===== src/spc_defs.svh =====
// Purpose: Register offsets, field positions and reset values for the stop-mode power controller
// Assumes: APB word-aligned registers, 32-bit data
// Notes:   Definitions only
`ifndef SPC_DEFS_SVH
`define SPC_DEFS_SVH

// ----------------------------------------
// Register byte offsets
// ----------------------------------------
`define SPC_ADDR_CTRL     12'h000
`define SPC_ADDR_PERIPH   12'h004
`define SPC_ADDR_STATUS   12'h008
`define SPC_ADDR_DEBUG    12'h00C

// ----------------------------------------
// Control register fields
// ----------------------------------------
`define SPC_CTRL_STOPEN   0
`define SPC_CTRL_LOW_VOLTAGE_DETECT_ENABLE     1
`define SPC_CTRL_LVSE     2
`define SPC_CTRL_PPDSEL   3
`define SPC_CTRL_PARTIAL_POWERDOWN_ACK   4
`define SPC_CTRL_DBGEN    5
`define SPC_CTRL_RST      6'h00

// ----------------------------------------
// Peripheral option register fields
// ----------------------------------------
`define SPC_PER_ADCLK     0
`define SPC_PER_CMPBG     1
`define SPC_PER_IRCEN     2
`define SPC_PER_IRSEN     3
`define SPC_PER_ERCEN     4
`define SPC_PER_ERSEN     5
`define SPC_PER_XRANGE    6
`define SPC_PER_USB_MODULE_ENABLE     7
`define SPC_PER_PHYEN     8
`define SPC_PER_RTCIE     9
`define SPC_PER_PS_LSB    12
`define SPC_PER_RST       16'h0000

// ----------------------------------------
// Debug status codes
// ----------------------------------------
`define SPC_DBG_OK        2'h0
`define SPC_DBG_ERR_STOP  2'h1

`endif


===== src/spc_pkg.sv =====
// Purpose: Types for the stop-mode power controller
// Assumes: Nothing beyond the defs header
// Notes:   Types only
package spc_pkg;

   typedef enum logic [2:0] {
      SPC_RUN,
      SPC_SHALLOW,
      SPC_DEEP,
      SPC_DEEP_WAKE,
      SPC_BKGND
   } spc_state_e;

   // Power domain enables for optional peripherals
   typedef struct packed {
      logic adc_on;
      logic cmp_on;
      logic irc_on;
      logic crystal_oscillator_on;
      logic rtc_on;
      logic usb_on;
   } spc_periph_s;

   // Core-facing power controls
   typedef struct packed {
      logic regulator_full;
      logic debug_clk_on;
      logic periph_clk_on;
      logic core_power_on;
      logic pin_latch_hold;
      logic lvr_low_trip;
   } spc_power_s;

endpackage


===== src/spc_ctrl.sv =====
// Purpose: Stop-mode power controller: mode choice, clock gating, pin latches, wake handling
// Assumes: Single clock pclk at 125 MHz; APB slave; inputs synchronous except wake pins
// Notes:   Wake pins are synchronised in two flops before they can release a stop state
`include "spc_defs.svh"

module spc_ctrl #(
   parameter int PS_W = 4
) (
   input  wire logic               pclk,
   input  wire logic               presetn,
   input  wire logic               clk_en,
   // APB slave
   input  wire logic               psel,
   input  wire logic               penable,
   input  wire logic               pwrite,
   input  wire logic [11:0]        paddr,
   input  wire logic [31:0]        pwdata,
   output logic [31:0]             prdata,
   output logic                    pready,
   output logic                    pslverr,
   // CPU core
   input  wire logic               stop_exec,
   input  wire logic               irq_wake_pend,
   output logic                    illegal_op_reset,
   output logic                    reset_vector_fetch,
   output logic                    irq_vector_take,
   output logic                    module_reset,
   // Wake pins and counter
   input  wire logic               reset_pin_n,
   input  wire logic               wake_interrupt_pin_n,
   input  wire logic               rtc_irq,
   // Debug host
   input  wire logic               dbg_bkgnd_cmd,
   input  wire logic               dbg_memstat_cmd,
   output logic                    dbg_mem_access,
   output logic [1:0]              dbg_status,
   output logic                    bkgnd_active,
   // Power controls
   output spc_pkg::spc_power_s     power,
   output spc_pkg::spc_periph_s    periph
);

   // ----------------------------------------
   // Registers and state
   // ----------------------------------------
   logic [5:0]             ctrl;
   logic [15:0]            popt;
   logic                   partial_powerdown_flag;
   spc_pkg::spc_state_e    state;
   logic                   rtc_keep;
   logic [1:0]             rst_sync;
   logic [1:0]             irq_sync;
   logic [1:0]             rtc_sync;

   logic                   stop_instruction_enable;
   logic                   low_voltage_detect_enable;
   logic                   low_voltage_stop_enable;
   logic                   partial_powerdown_select;
   logic                   debug_mode_enable;
   logic                   lvd_in_stop;
   logic                   wr_en;
   logic                   rd_en;
   logic                   stopped;
   logic                   wake_reset;
   logic                   wake_irq;
   logic                   wake_rtc;

   assign stop_instruction_enable   = ctrl[`SPC_CTRL_STOPEN];
   assign low_voltage_detect_enable = ctrl[`SPC_CTRL_LOW_VOLTAGE_DETECT_ENABLE];
   assign low_voltage_stop_enable   = ctrl[`SPC_CTRL_LVSE];
   assign partial_powerdown_select  = ctrl[`SPC_CTRL_PPDSEL];
   assign debug_mode_enable         = ctrl[`SPC_CTRL_DBGEN];
   assign lvd_in_stop = low_voltage_detect_enable & low_voltage_stop_enable;
   assign wr_en = psel & penable & pwrite & clk_en;
   assign rd_en = psel & ~penable & ~pwrite & clk_en;
   assign stopped = (state == spc_pkg::SPC_SHALLOW) || (state == spc_pkg::SPC_DEEP);

   // ----------------------------------------
   // Wake synchronisers
   // ----------------------------------------
   // Two flops per wake source; only the second flop is read
   always_ff @(posedge pclk or negedge presetn) begin
      if (!presetn) begin
         rst_sync <= 2'h0;
         irq_sync <= 2'h0;
         rtc_sync <= 2'h0;
      end else if (clk_en) begin
         rst_sync <= {rst_sync[0], ~reset_pin_n};
         irq_sync <= {irq_sync[0], ~wake_interrupt_pin_n};
         rtc_sync <= {rtc_sync[0], rtc_irq};
      end
   end

   assign wake_reset = rst_sync[1];
   assign wake_irq   = irq_sync[1];  // Active-low pin, any prior config
   assign wake_rtc   = rtc_sync[1] & popt[`SPC_PER_RTCIE];

   // ----------------------------------------
   // Control registers
   // ----------------------------------------
   // Deep wake clears module registers as a power-on would
   always_ff @(posedge pclk or negedge presetn) begin
      if (!presetn) begin
         ctrl <= `SPC_CTRL_RST;
         popt <= `SPC_PER_RST;
      end else if (clk_en) begin
         if (state == spc_pkg::SPC_DEEP_WAKE) begin
            ctrl <= `SPC_CTRL_RST;
            popt <= `SPC_PER_RST;
         end else if (wr_en && paddr == `SPC_ADDR_CTRL) begin
            ctrl <= pwdata[5:0] & 6'h2F;                   // Ack bit is write-only
         end else if (wr_en && paddr == `SPC_ADDR_PERIPH) begin
            popt <= pwdata[15:0];
         end
      end
   end

   // ----------------------------------------
   // Partial powerdown flag
   // ----------------------------------------
   // Set wins over a simultaneous acknowledge
   always_ff @(posedge pclk or negedge presetn) begin
      if (!presetn) begin
         partial_powerdown_flag <= 1'b0;
      end else if (clk_en) begin
         if (state == spc_pkg::SPC_DEEP_WAKE) begin
            partial_powerdown_flag <= 1'b1;
         end else if (wr_en && paddr == `SPC_ADDR_CTRL && pwdata[`SPC_CTRL_PARTIAL_POWERDOWN_ACK]) begin
            partial_powerdown_flag <= 1'b0;
         end
      end
   end

   // ----------------------------------------
   // Stop state machine
   // ----------------------------------------
   always_ff @(posedge pclk or negedge presetn) begin
      if (!presetn) begin
         state    <= spc_pkg::SPC_RUN;
         rtc_keep <= 1'b0;
      end else if (clk_en) begin
         case (state)
            spc_pkg::SPC_RUN, spc_pkg::SPC_BKGND: begin
               if (stop_exec && stop_instruction_enable) begin
                  rtc_keep <= |popt[`SPC_PER_PS_LSB +: PS_W];
                  if (partial_powerdown_select && !debug_mode_enable && !lvd_in_stop) begin
                     state <= spc_pkg::SPC_DEEP;
                  end else begin
                     state <= spc_pkg::SPC_SHALLOW;
                  end
               end
            end
            spc_pkg::SPC_SHALLOW: begin
               if (wake_reset || irq_wake_pend || wake_rtc) begin
                  state <= spc_pkg::SPC_RUN;
               end else if (dbg_bkgnd_cmd && debug_mode_enable) begin
                  state <= spc_pkg::SPC_BKGND;
               end
            end
            spc_pkg::SPC_DEEP: begin
               if (wake_reset || wake_irq || wake_rtc) begin
                  state <= spc_pkg::SPC_DEEP_WAKE;
               end
            end
            spc_pkg::SPC_DEEP_WAKE: begin
               state <= spc_pkg::SPC_RUN;
            end
            default: begin
               state <= spc_pkg::SPC_RUN;
            end
         endcase
      end
   end

   // ----------------------------------------
   // Core events
   // ----------------------------------------
   // One-cycle pulses toward the core
   always_ff @(posedge pclk or negedge presetn) begin
      if (!presetn) begin
         illegal_op_reset   <= 1'b0;
         reset_vector_fetch <= 1'b0;
         irq_vector_take    <= 1'b0;
         module_reset       <= 1'b0;
      end else if (clk_en) begin
         illegal_op_reset   <= (state == spc_pkg::SPC_RUN || state == spc_pkg::SPC_BKGND)
                               && stop_exec && !stop_instruction_enable;
         reset_vector_fetch <= (state == spc_pkg::SPC_DEEP_WAKE)
                               || (state == spc_pkg::SPC_SHALLOW && wake_reset);
         irq_vector_take    <= state == spc_pkg::SPC_SHALLOW && !wake_reset
                               && (irq_wake_pend || wake_rtc);
         module_reset       <= state == spc_pkg::SPC_DEEP_WAKE;
      end
   end

   // ----------------------------------------
   // Debug host answers
   // ----------------------------------------
   always_ff @(posedge pclk or negedge presetn) begin
      if (!presetn) begin
         dbg_mem_access <= 1'b0;
         dbg_status     <= `SPC_DBG_OK;
         bkgnd_active   <= 1'b0;
      end else if (clk_en) begin
         dbg_mem_access <= dbg_memstat_cmd && !stopped;
         if (dbg_memstat_cmd) begin
            dbg_status <= stopped ? `SPC_DBG_ERR_STOP : `SPC_DBG_OK;
         end
         bkgnd_active   <= state == spc_pkg::SPC_BKGND;
      end
   end

   // ----------------------------------------
   // Power and clock controls
   // ----------------------------------------
   // Regulator and debug clock choices hold through shallow stop
   always_ff @(posedge pclk or negedge presetn) begin
      if (!presetn) begin
         power <= '{regulator_full: 1'b1, debug_clk_on: 1'b1, periph_clk_on: 1'b1,
                    core_power_on: 1'b1, pin_latch_hold: 1'b0, lvr_low_trip: 1'b0};
      end else if (clk_en) begin
         power.regulator_full <= !stopped || lvd_in_stop || debug_mode_enable;
         power.debug_clk_on   <= !stopped || debug_mode_enable;
         power.periph_clk_on  <= !stopped;
         power.core_power_on  <= state != spc_pkg::SPC_DEEP;
         // Latches close on deep entry and open only on acknowledge
         // The wake cycle holds them too, so they never open before the flag is set
         power.pin_latch_hold <= state == spc_pkg::SPC_DEEP || state == spc_pkg::SPC_DEEP_WAKE
                                 || (partial_powerdown_flag && !(wr_en && paddr == `SPC_ADDR_CTRL
                                                                 && pwdata[`SPC_CTRL_PARTIAL_POWERDOWN_ACK]))
                                 || (stop_exec && state == spc_pkg::SPC_RUN && stop_instruction_enable
                                     && partial_powerdown_select && !debug_mode_enable
                                     && !lvd_in_stop);
         if (state == spc_pkg::SPC_DEEP_WAKE) begin
            power.lvr_low_trip <= 1'b1;
         end else if (wr_en && paddr == `SPC_ADDR_CTRL) begin
            power.lvr_low_trip <= 1'b0;
         end
      end
   end

   // ----------------------------------------
   // Optional peripherals in stop
   // ----------------------------------------
   always_ff @(posedge pclk or negedge presetn) begin
      if (!presetn) begin
         periph <= '0;
      end else if (clk_en) begin
         if (state == spc_pkg::SPC_SHALLOW) begin
            periph.adc_on  <= popt[`SPC_PER_ADCLK] && lvd_in_stop;
            periph.cmp_on  <= !popt[`SPC_PER_CMPBG] || lvd_in_stop;
            periph.irc_on  <= popt[`SPC_PER_IRCEN] && popt[`SPC_PER_IRSEN];
            periph.crystal_oscillator_on <= popt[`SPC_PER_ERCEN] && popt[`SPC_PER_ERSEN]
                              && (!popt[`SPC_PER_XRANGE] || lvd_in_stop);
            periph.rtc_on  <= rtc_keep;
            periph.usb_on  <= popt[`SPC_PER_USB_MODULE_ENABLE] && popt[`SPC_PER_PHYEN];
         end else if (state == spc_pkg::SPC_DEEP) begin
            periph         <= '0;
            periph.rtc_on  <= rtc_keep;
         end else begin
            periph         <= '1;                                                  // Run: all on
         end
      end
   end

   // ----------------------------------------
   // APB slave
   // ----------------------------------------
   // Zero wait states; unmapped reads return zero with an error
   always_ff @(posedge pclk or negedge presetn) begin
      if (!presetn) begin
         prdata  <= 32'h0000_0000;
         pready  <= 1'b0;
         pslverr <= 1'b0;
      end else if (clk_en) begin
         pready  <= psel & ~penable;
         pslverr <= psel & ~penable & !(paddr == `SPC_ADDR_CTRL || paddr == `SPC_ADDR_PERIPH
                    || paddr == `SPC_ADDR_STATUS || paddr == `SPC_ADDR_DEBUG);
         if (rd_en) begin
            case (paddr)
               `SPC_ADDR_CTRL:   prdata <= {26'h000_0000, ctrl};
               `SPC_ADDR_PERIPH: prdata <= {16'h0000, popt};
               `SPC_ADDR_STATUS: prdata <= {25'h000_0000, power.lvr_low_trip, power.pin_latch_hold,
                                            1'b0, state, partial_powerdown_flag};
               `SPC_ADDR_DEBUG:  prdata <= {30'h0000_0000, dbg_status};
               default:          prdata <= 32'h0000_0000;
            endcase
         end
      end
   end

endmodule


===== config.mk =====
export PLATFORM = sky130hd
export DESIGN_NAME = spc_ctrl
export DESIGN_NICKNAME = d
export VERILOG_FILES = /design/src/spc_pkg.sv /design/src/spc_ctrl.sv
export VERILOG_INCLUDE_DIRS = /design/src
export SDC_FILE = /design/constraint.sdc
export NUM_CORES = 1
export LEC_CHECK = 0
export ABC_AREA = 1
export BUFFER_PORTS_ARGS = -buffer_cell sky130_fd_sc_hd__buf_2
export CORE_MARGIN = 4
export CORE_UTILIZATION = 45
export CTS_CLUSTER_SIZE = 28
export DETAILED_ROUTE_END_ITERATION = 16
export PLACE_DENSITY = 0.7
export SYNTH_ARGS = -nofsm -noshare
export SYNTH_HDL_FRONTEND = slang
export SYNTH_SLANG_ARGS = --single-unit

===== constraint.sdc =====
create_clock -name pclk -period 1.7 [get_ports pclk]
set_input_delay 0.34 -clock pclk [delete_from_list [all_inputs] [get_ports pclk]]
set_output_delay 0.34 -clock pclk [all_outputs]
set_load 0.02 [all_outputs]

---- Word-level counts from Yosys, hierarchy flattened ----
Cells that the tools add are included.
operators by class
  equal/unequal tests ..................... 12
  muxes and demuxes ....................... 19
  bitwise logic cells ..................... 13
  reductions and logical operators ........ 66
operator list
  kind                                                                    count
  16-bit case mux with 4 select lines                                     1
  16-bit two-way mux                                                      3
  12-bit by 4-bit equality test with 1-bit output, second input constant  2
  1-bit logical AND                                                       24
  6-bit two-way mux                                                       4
  1-bit logical OR                                                        19
  12-bit by 3-bit equality test with 1-bit output, second input constant  1
  12-bit logical NOT                                                      1
  3-bit two-way mux                                                       4
  1-bit AND                                                               9
  1-bit logical NOT                                                       9
  3-bit case mux with 3 select lines                                      1
  2-bit AND reduction                                                     4
  3-bit by 2-bit equality test with 1-bit output, second input constant   2
  3-bit AND reduction                                                     2
  2-bit nonzero test                                                      3
  1-bit two-way mux                                                       5
  2-bit inequality test, second input constant                            2
  1-bit inverter                                                          4
  4-bit AND reduction                                                     1
  4-bit OR reduction                                                      1
  3-bit by 1-bit equality test with 1-bit output, second input constant   1
  3-bit equality test, second input constant                              1
  3-bit logical NOT                                                       1
  other kinds (5)                                                         5
storage, ports and cells
  flip-flop bits (word level) ............. 87
  bits of input ports ..................... 57
  output and inout port bits .............. 54
  logic and storage cells ................. 140

---- Longest topological paths before layout ----
  word-level depth ........................ 9
  gate-level depth with buffers ........... 9
  depth with buffers taken out ............ 9

---- Least setup slack after synthesis ----
No wires, ideal clock.
  path type ............................... input to register
  start ................................... input paddr[7]
  end ..................................... register popt[3]
  arrival ................................. 1.189 ns
  required time ........................... 1.582 ns
  slack ................................... 0.393 ns
  stages .................................. 9
  path through ............................ nor2_1 > nand2_2 > nor2_4 > nand3_2 > nand2_4 > inv_2 > buf_6 > nand2_1 > o21ai_2
between the ends
  cells in the longest elaborated chain, start to end .. 4
RTL lines
  what                                                                                   RTL line         RTL
  start: declaration                                                                     spc_ctrl.sv:16   input wire logic [11:0] paddr,
  12-bit logical NOT or 12-bit by 3-bit equality test with 1-bit output (tied branches)  n/a
  1-bit logical AND (no source line)                                                     n/a
  2-bit inequality test (no source line) or 2-bit nonzero test (tied branches)           n/a
  3-bit AND reduction (no source line) *                                                 n/a
  end signal: assignment                                                                 spc_ctrl.sv:105  popt <= `SPC_PER_RST;
  end signal: assignment                                                                 spc_ctrl.sv:109  popt <= `SPC_PER_RST;
  end signal: assignment                                                                 spc_ctrl.sv:113  popt <= pwdata[15:0];
  end: declaration                                                                       spc_ctrl.sv:47   logic [15:0] popt;
Mark *: on every way between the ends. The rest lies on a longest branch, timed or not.
A chain may end at the register's enable or synchronous reset.

---- Worst setup path after layout ----
  start ................................... register state[2]
  end ..................................... register ctrl[2]
between the ends
  cells in the longest elaborated chain, start to end .. 3
RTL lines
  what                                              RTL line         RTL
  start: declaration                                spc_ctrl.sv:49   spc_pkg::spc_state_e state;
  start signal: assignment                          spc_ctrl.sv:139  state <= spc_pkg::SPC_RUN;
  start signal: assignment                          spc_ctrl.sv:147  state <= spc_pkg::SPC_DEEP;
  start signal: assignment                          spc_ctrl.sv:149  state <= spc_pkg::SPC_SHALLOW;
  3-bit by 2-bit equality test with 1-bit output *  spc_ctrl.sv:107  if (state == spc_pkg::SPC_DEEP_WAKE) begin
  2-bit nonzero test (no source line)               n/a
  2-bit AND reduction (no source line)              n/a
  end signal: assignment                            spc_ctrl.sv:104  ctrl <= `SPC_CTRL_RST;
  end signal: assignment                            spc_ctrl.sv:108  ctrl <= `SPC_CTRL_RST;
  end signal: assignment                            spc_ctrl.sv:111  ctrl <= pwdata[5:0] & 6'h2F;
  end: declaration                                  spc_ctrl.sv:46   logic [5:0] ctrl;
Marks and branches as above.

==> impl_metrics.csv <==
group,metric,value,unit
outcome,status,"complete, no violations",
routing,drt-total-wl,7.70,mm
synthesis,synth_area_per_cell,8.73,µm²
power,power_density,1410,nW/µm²
cells_and_area,layout_common_cells,"nand2_1 (86), buf_2 (77), dfrtp_1 (65), nand3_1 (43), inv_1 (28)",
timing,rsz0062_at_grt,"no",
clocking,clkTransAtPathRegs,0.07,ns
timing,final_hold_viol_count,0,
power,clkPwrFrac,0.269,
clocking,clock_sinks,69,
clocking,cts_setup_buffers,0,
power,ir_drop,0.000710,V
worst_setup_path,start_kind,"flip-flop",
routing,route.detailed.drc,0,
cells_and_area,nNetsFinal,516,
clocking,insertion_delay,0.35,ns
placement,io_buffers,77,
routing,detail-route-antenna-nets,0,
clocking,cts_buffers,9,
worst_setup_path,crit_fanout,17,
cells_and_area,drive_gt1_frac,0.291,
power,internal_power,3.55,mW
power,leakage,2.02,nW
timing,clock_skew,0.00738,ns
synthesis,synth_seq_area_share,0.529,
floorplan,io-pin-count,111,
placement,placed_area,3730,µm²
routing,first_iter_violations,181,
placement,routabilityCongestion,0.873,
cells_and_area,layout_commonest_cell,"nand2_1",
global_route,grt_pass1_vias,2662,
clocking,clockBufferDepth,2,
timing,setup_violations,0,
cells_and_area,synthToLayoutAreaGrowth,20.7,%
global_route,grt_antenna_before_repair,0,
flow_run,drv_cap,0,
power,p_sw,2.03,mW
worst_setup_path,reg2regPathDepth,8,
floorplan,die_w,93.3,µm
floorplan,dieArea,8700,µm²
routing,drtPass1Iterations,4,
min_path,min_path_type,"input pin to asynchronous set/reset pin",
synthesis,ys_warn_count,0,
power,seqPwrFrac,0.447,
power,power_frac_comb,0.284,
synthesis,synthCells,375,
floorplan,start_util,0.471,
clocking,clock-root-buffer,"clkbuf_8",
routing,via_per_inst,4.93,
timing,min_period_over_period,0.884,
cells_and_area,stdcell_area,3950,µm²
global_route,grt_util_all_layers,0.186,
clocking,cts-resized-gates,0,
cells_and_area,diodes,0,
timing,max_freq,666,MHz
global_route,gr-total-overflow,0,
floorplan,rows,30,
routing,wl_per_cell,13.8,µm
worst_setup_path,cp_data_required_time,1.97,ns
timing,timing.setup.tns,0,ns
timing,fin_crit,1.50,ns
power,p_sw_frac,0.364,
placement,dp_hpwl,5.68,mm
global_route,grt_max_degree,70,
worst_setup_path,endpoint_kind,"flip-flop",
clocking,postCtsHoldBufs,0,
clocking,h-tree-depth,3,
synthesis,syn-cell-area,3270,µm²
clocking,cts_tree,"built",
timing,slew_violations,0,
floorplan,fp.coreArea,6940,µm²
synthesis,ys_ff_latch,69,
global_route,grt_pass1_wl,12.7,mm
floorplan,chipHeight,93.3,µm
worst_setup_path,arrival,1.77,ns
routing,vias,2759,
synthesis,synth_cell_types,30,
worst_setup_path,crit_type,"flip-flop to flip-flop",
[state kept, by name, indices dropped and copies added, names as in the netlist]
name and count:
rtc_keep 1, rst_sync 2, irq_sync 2, dbg_mem_access 1
state 3, module_reset 1, partial_powerdown_flag 1, illegal_op_reset 1
pready 1, dbg_status 1, rtc_sync 2, periph 6
irq_vector_take 1, ctrl 5, popt 16, prdata 16
bkgnd_active 1, reset_vector_fetch 1, power 6, pslverr 1
[power by group through the flow]
| stage | clock [mW] | combinational [mW] | sequential (mW) |
|---|---|---|---|
| after floorplan | 0 | 0.907 | 2.64 |
| after global placement | 0 | 1.55 | 2.51 |
| after detailed placement | 0 | 1.59 | 2.52 |
| after CTS | 1.55 | 1.60 | 2.49 |
| after global routing | 1.62 | 1.78 | 2.55 |
| final | 1.50 | 1.59 | 2.49 |
[Yosys cell counts (all sizes together)]
cell type  instances  share of area
a32o               2         0.0061
conb               1         0.0011
buf               25          0.057
a21oi             12          0.018
inv               33          0.038
mux2               1         0.0034
o21ai             38          0.064
nand3             45          0.072
clkinv             1         0.0011
nor4               1         0.0019
clkbuf             3         0.0034
nor3               2         0.0065
nor2              31          0.045
dfrtp             65           0.50
nand4              3         0.0057
nand2             96           0.12
dfstp              4          0.032
o31ai             10          0.023
o22a               2         0.0054
[per-layer routing]
| metal | wire length (µm) | up-vias | share of wire | global-route usage |
|---|---|---|---|---|
| met4 | 109 | 0 | 0.014 | 0.0549 |
| met1 | 3290 | 1300 | 0.43 | 0.241 |
| met3 | 526 | 9 | 0.068 | 0.0547 |
| li1 | - | 1368 | - | - |
| met5 | 0 | - | 0 | 0 |
| met2 | 3770 | 82 | 0.49 | 0.302 |
[critical path: stages, from the launching register on]
cell,delay (ns)
dfrtp_1,0.50
inv_2,0.09
nand2_2,0.09
nor2_4,0.05
inv_2,0.25
nand2_1,0.12
nand2_2,0.17
nand2_1,0.08
o21ai_1,0.07
[worst paths after layout]
check | start | to | slack (ns)
worst max-delay path | state[2] | ctrl[2] | 0.20
worst min-delay path | presetn | periph[3] | 0.009
worst max register to register | state[2] | ctrl[2] | 0.20
worst min register to register | prdata[3] | prdata[3] | 0.47
max in group asynchronous | presetn | power[2] | 1.38
min in group pclk | wake_interrupt_pin_n | irq_sync[0] | 0.17
[metrics by stage]
step	hold WS [ns]	cells	utilization	setup WS, ns	power [mW]
floorplan	0.0444	391	-	0.393	3.55
global placement	0.388	544	0.537	0.179	4.06
detailed placement	0.393	544	0.537	0.140	4.11
CTS	0.0101	560	0.569	0.203	5.63
global route	0.0207	560	0.569	0.0159	5.95
finish	0.00858	560	0.569	0.198	5.58
[cell type report]
cell class              instances  area (µm²)
fillers                       648        2990
clock inverters                 5        82.6
flip-flops and latches         69        1730
well taps                      96         120
multi-input cells             260        1280
inverters                      34         128
clock buffers                  11         141
repair buffers                 85         470
[logic make-up (layout without fill, tap and decap cells)]
family,count (synthesis),in the layout,synth area share
and+or+nand+nor,178,178,0.251
DFF,69,69,0.529
AOI/OAI and AO/OA,64,64,0.117
buffers and inverters,62,135,0.0990
other,1,17,0.00115
muxes,1,1,0.00344
(Power assumes the default switching activity.)
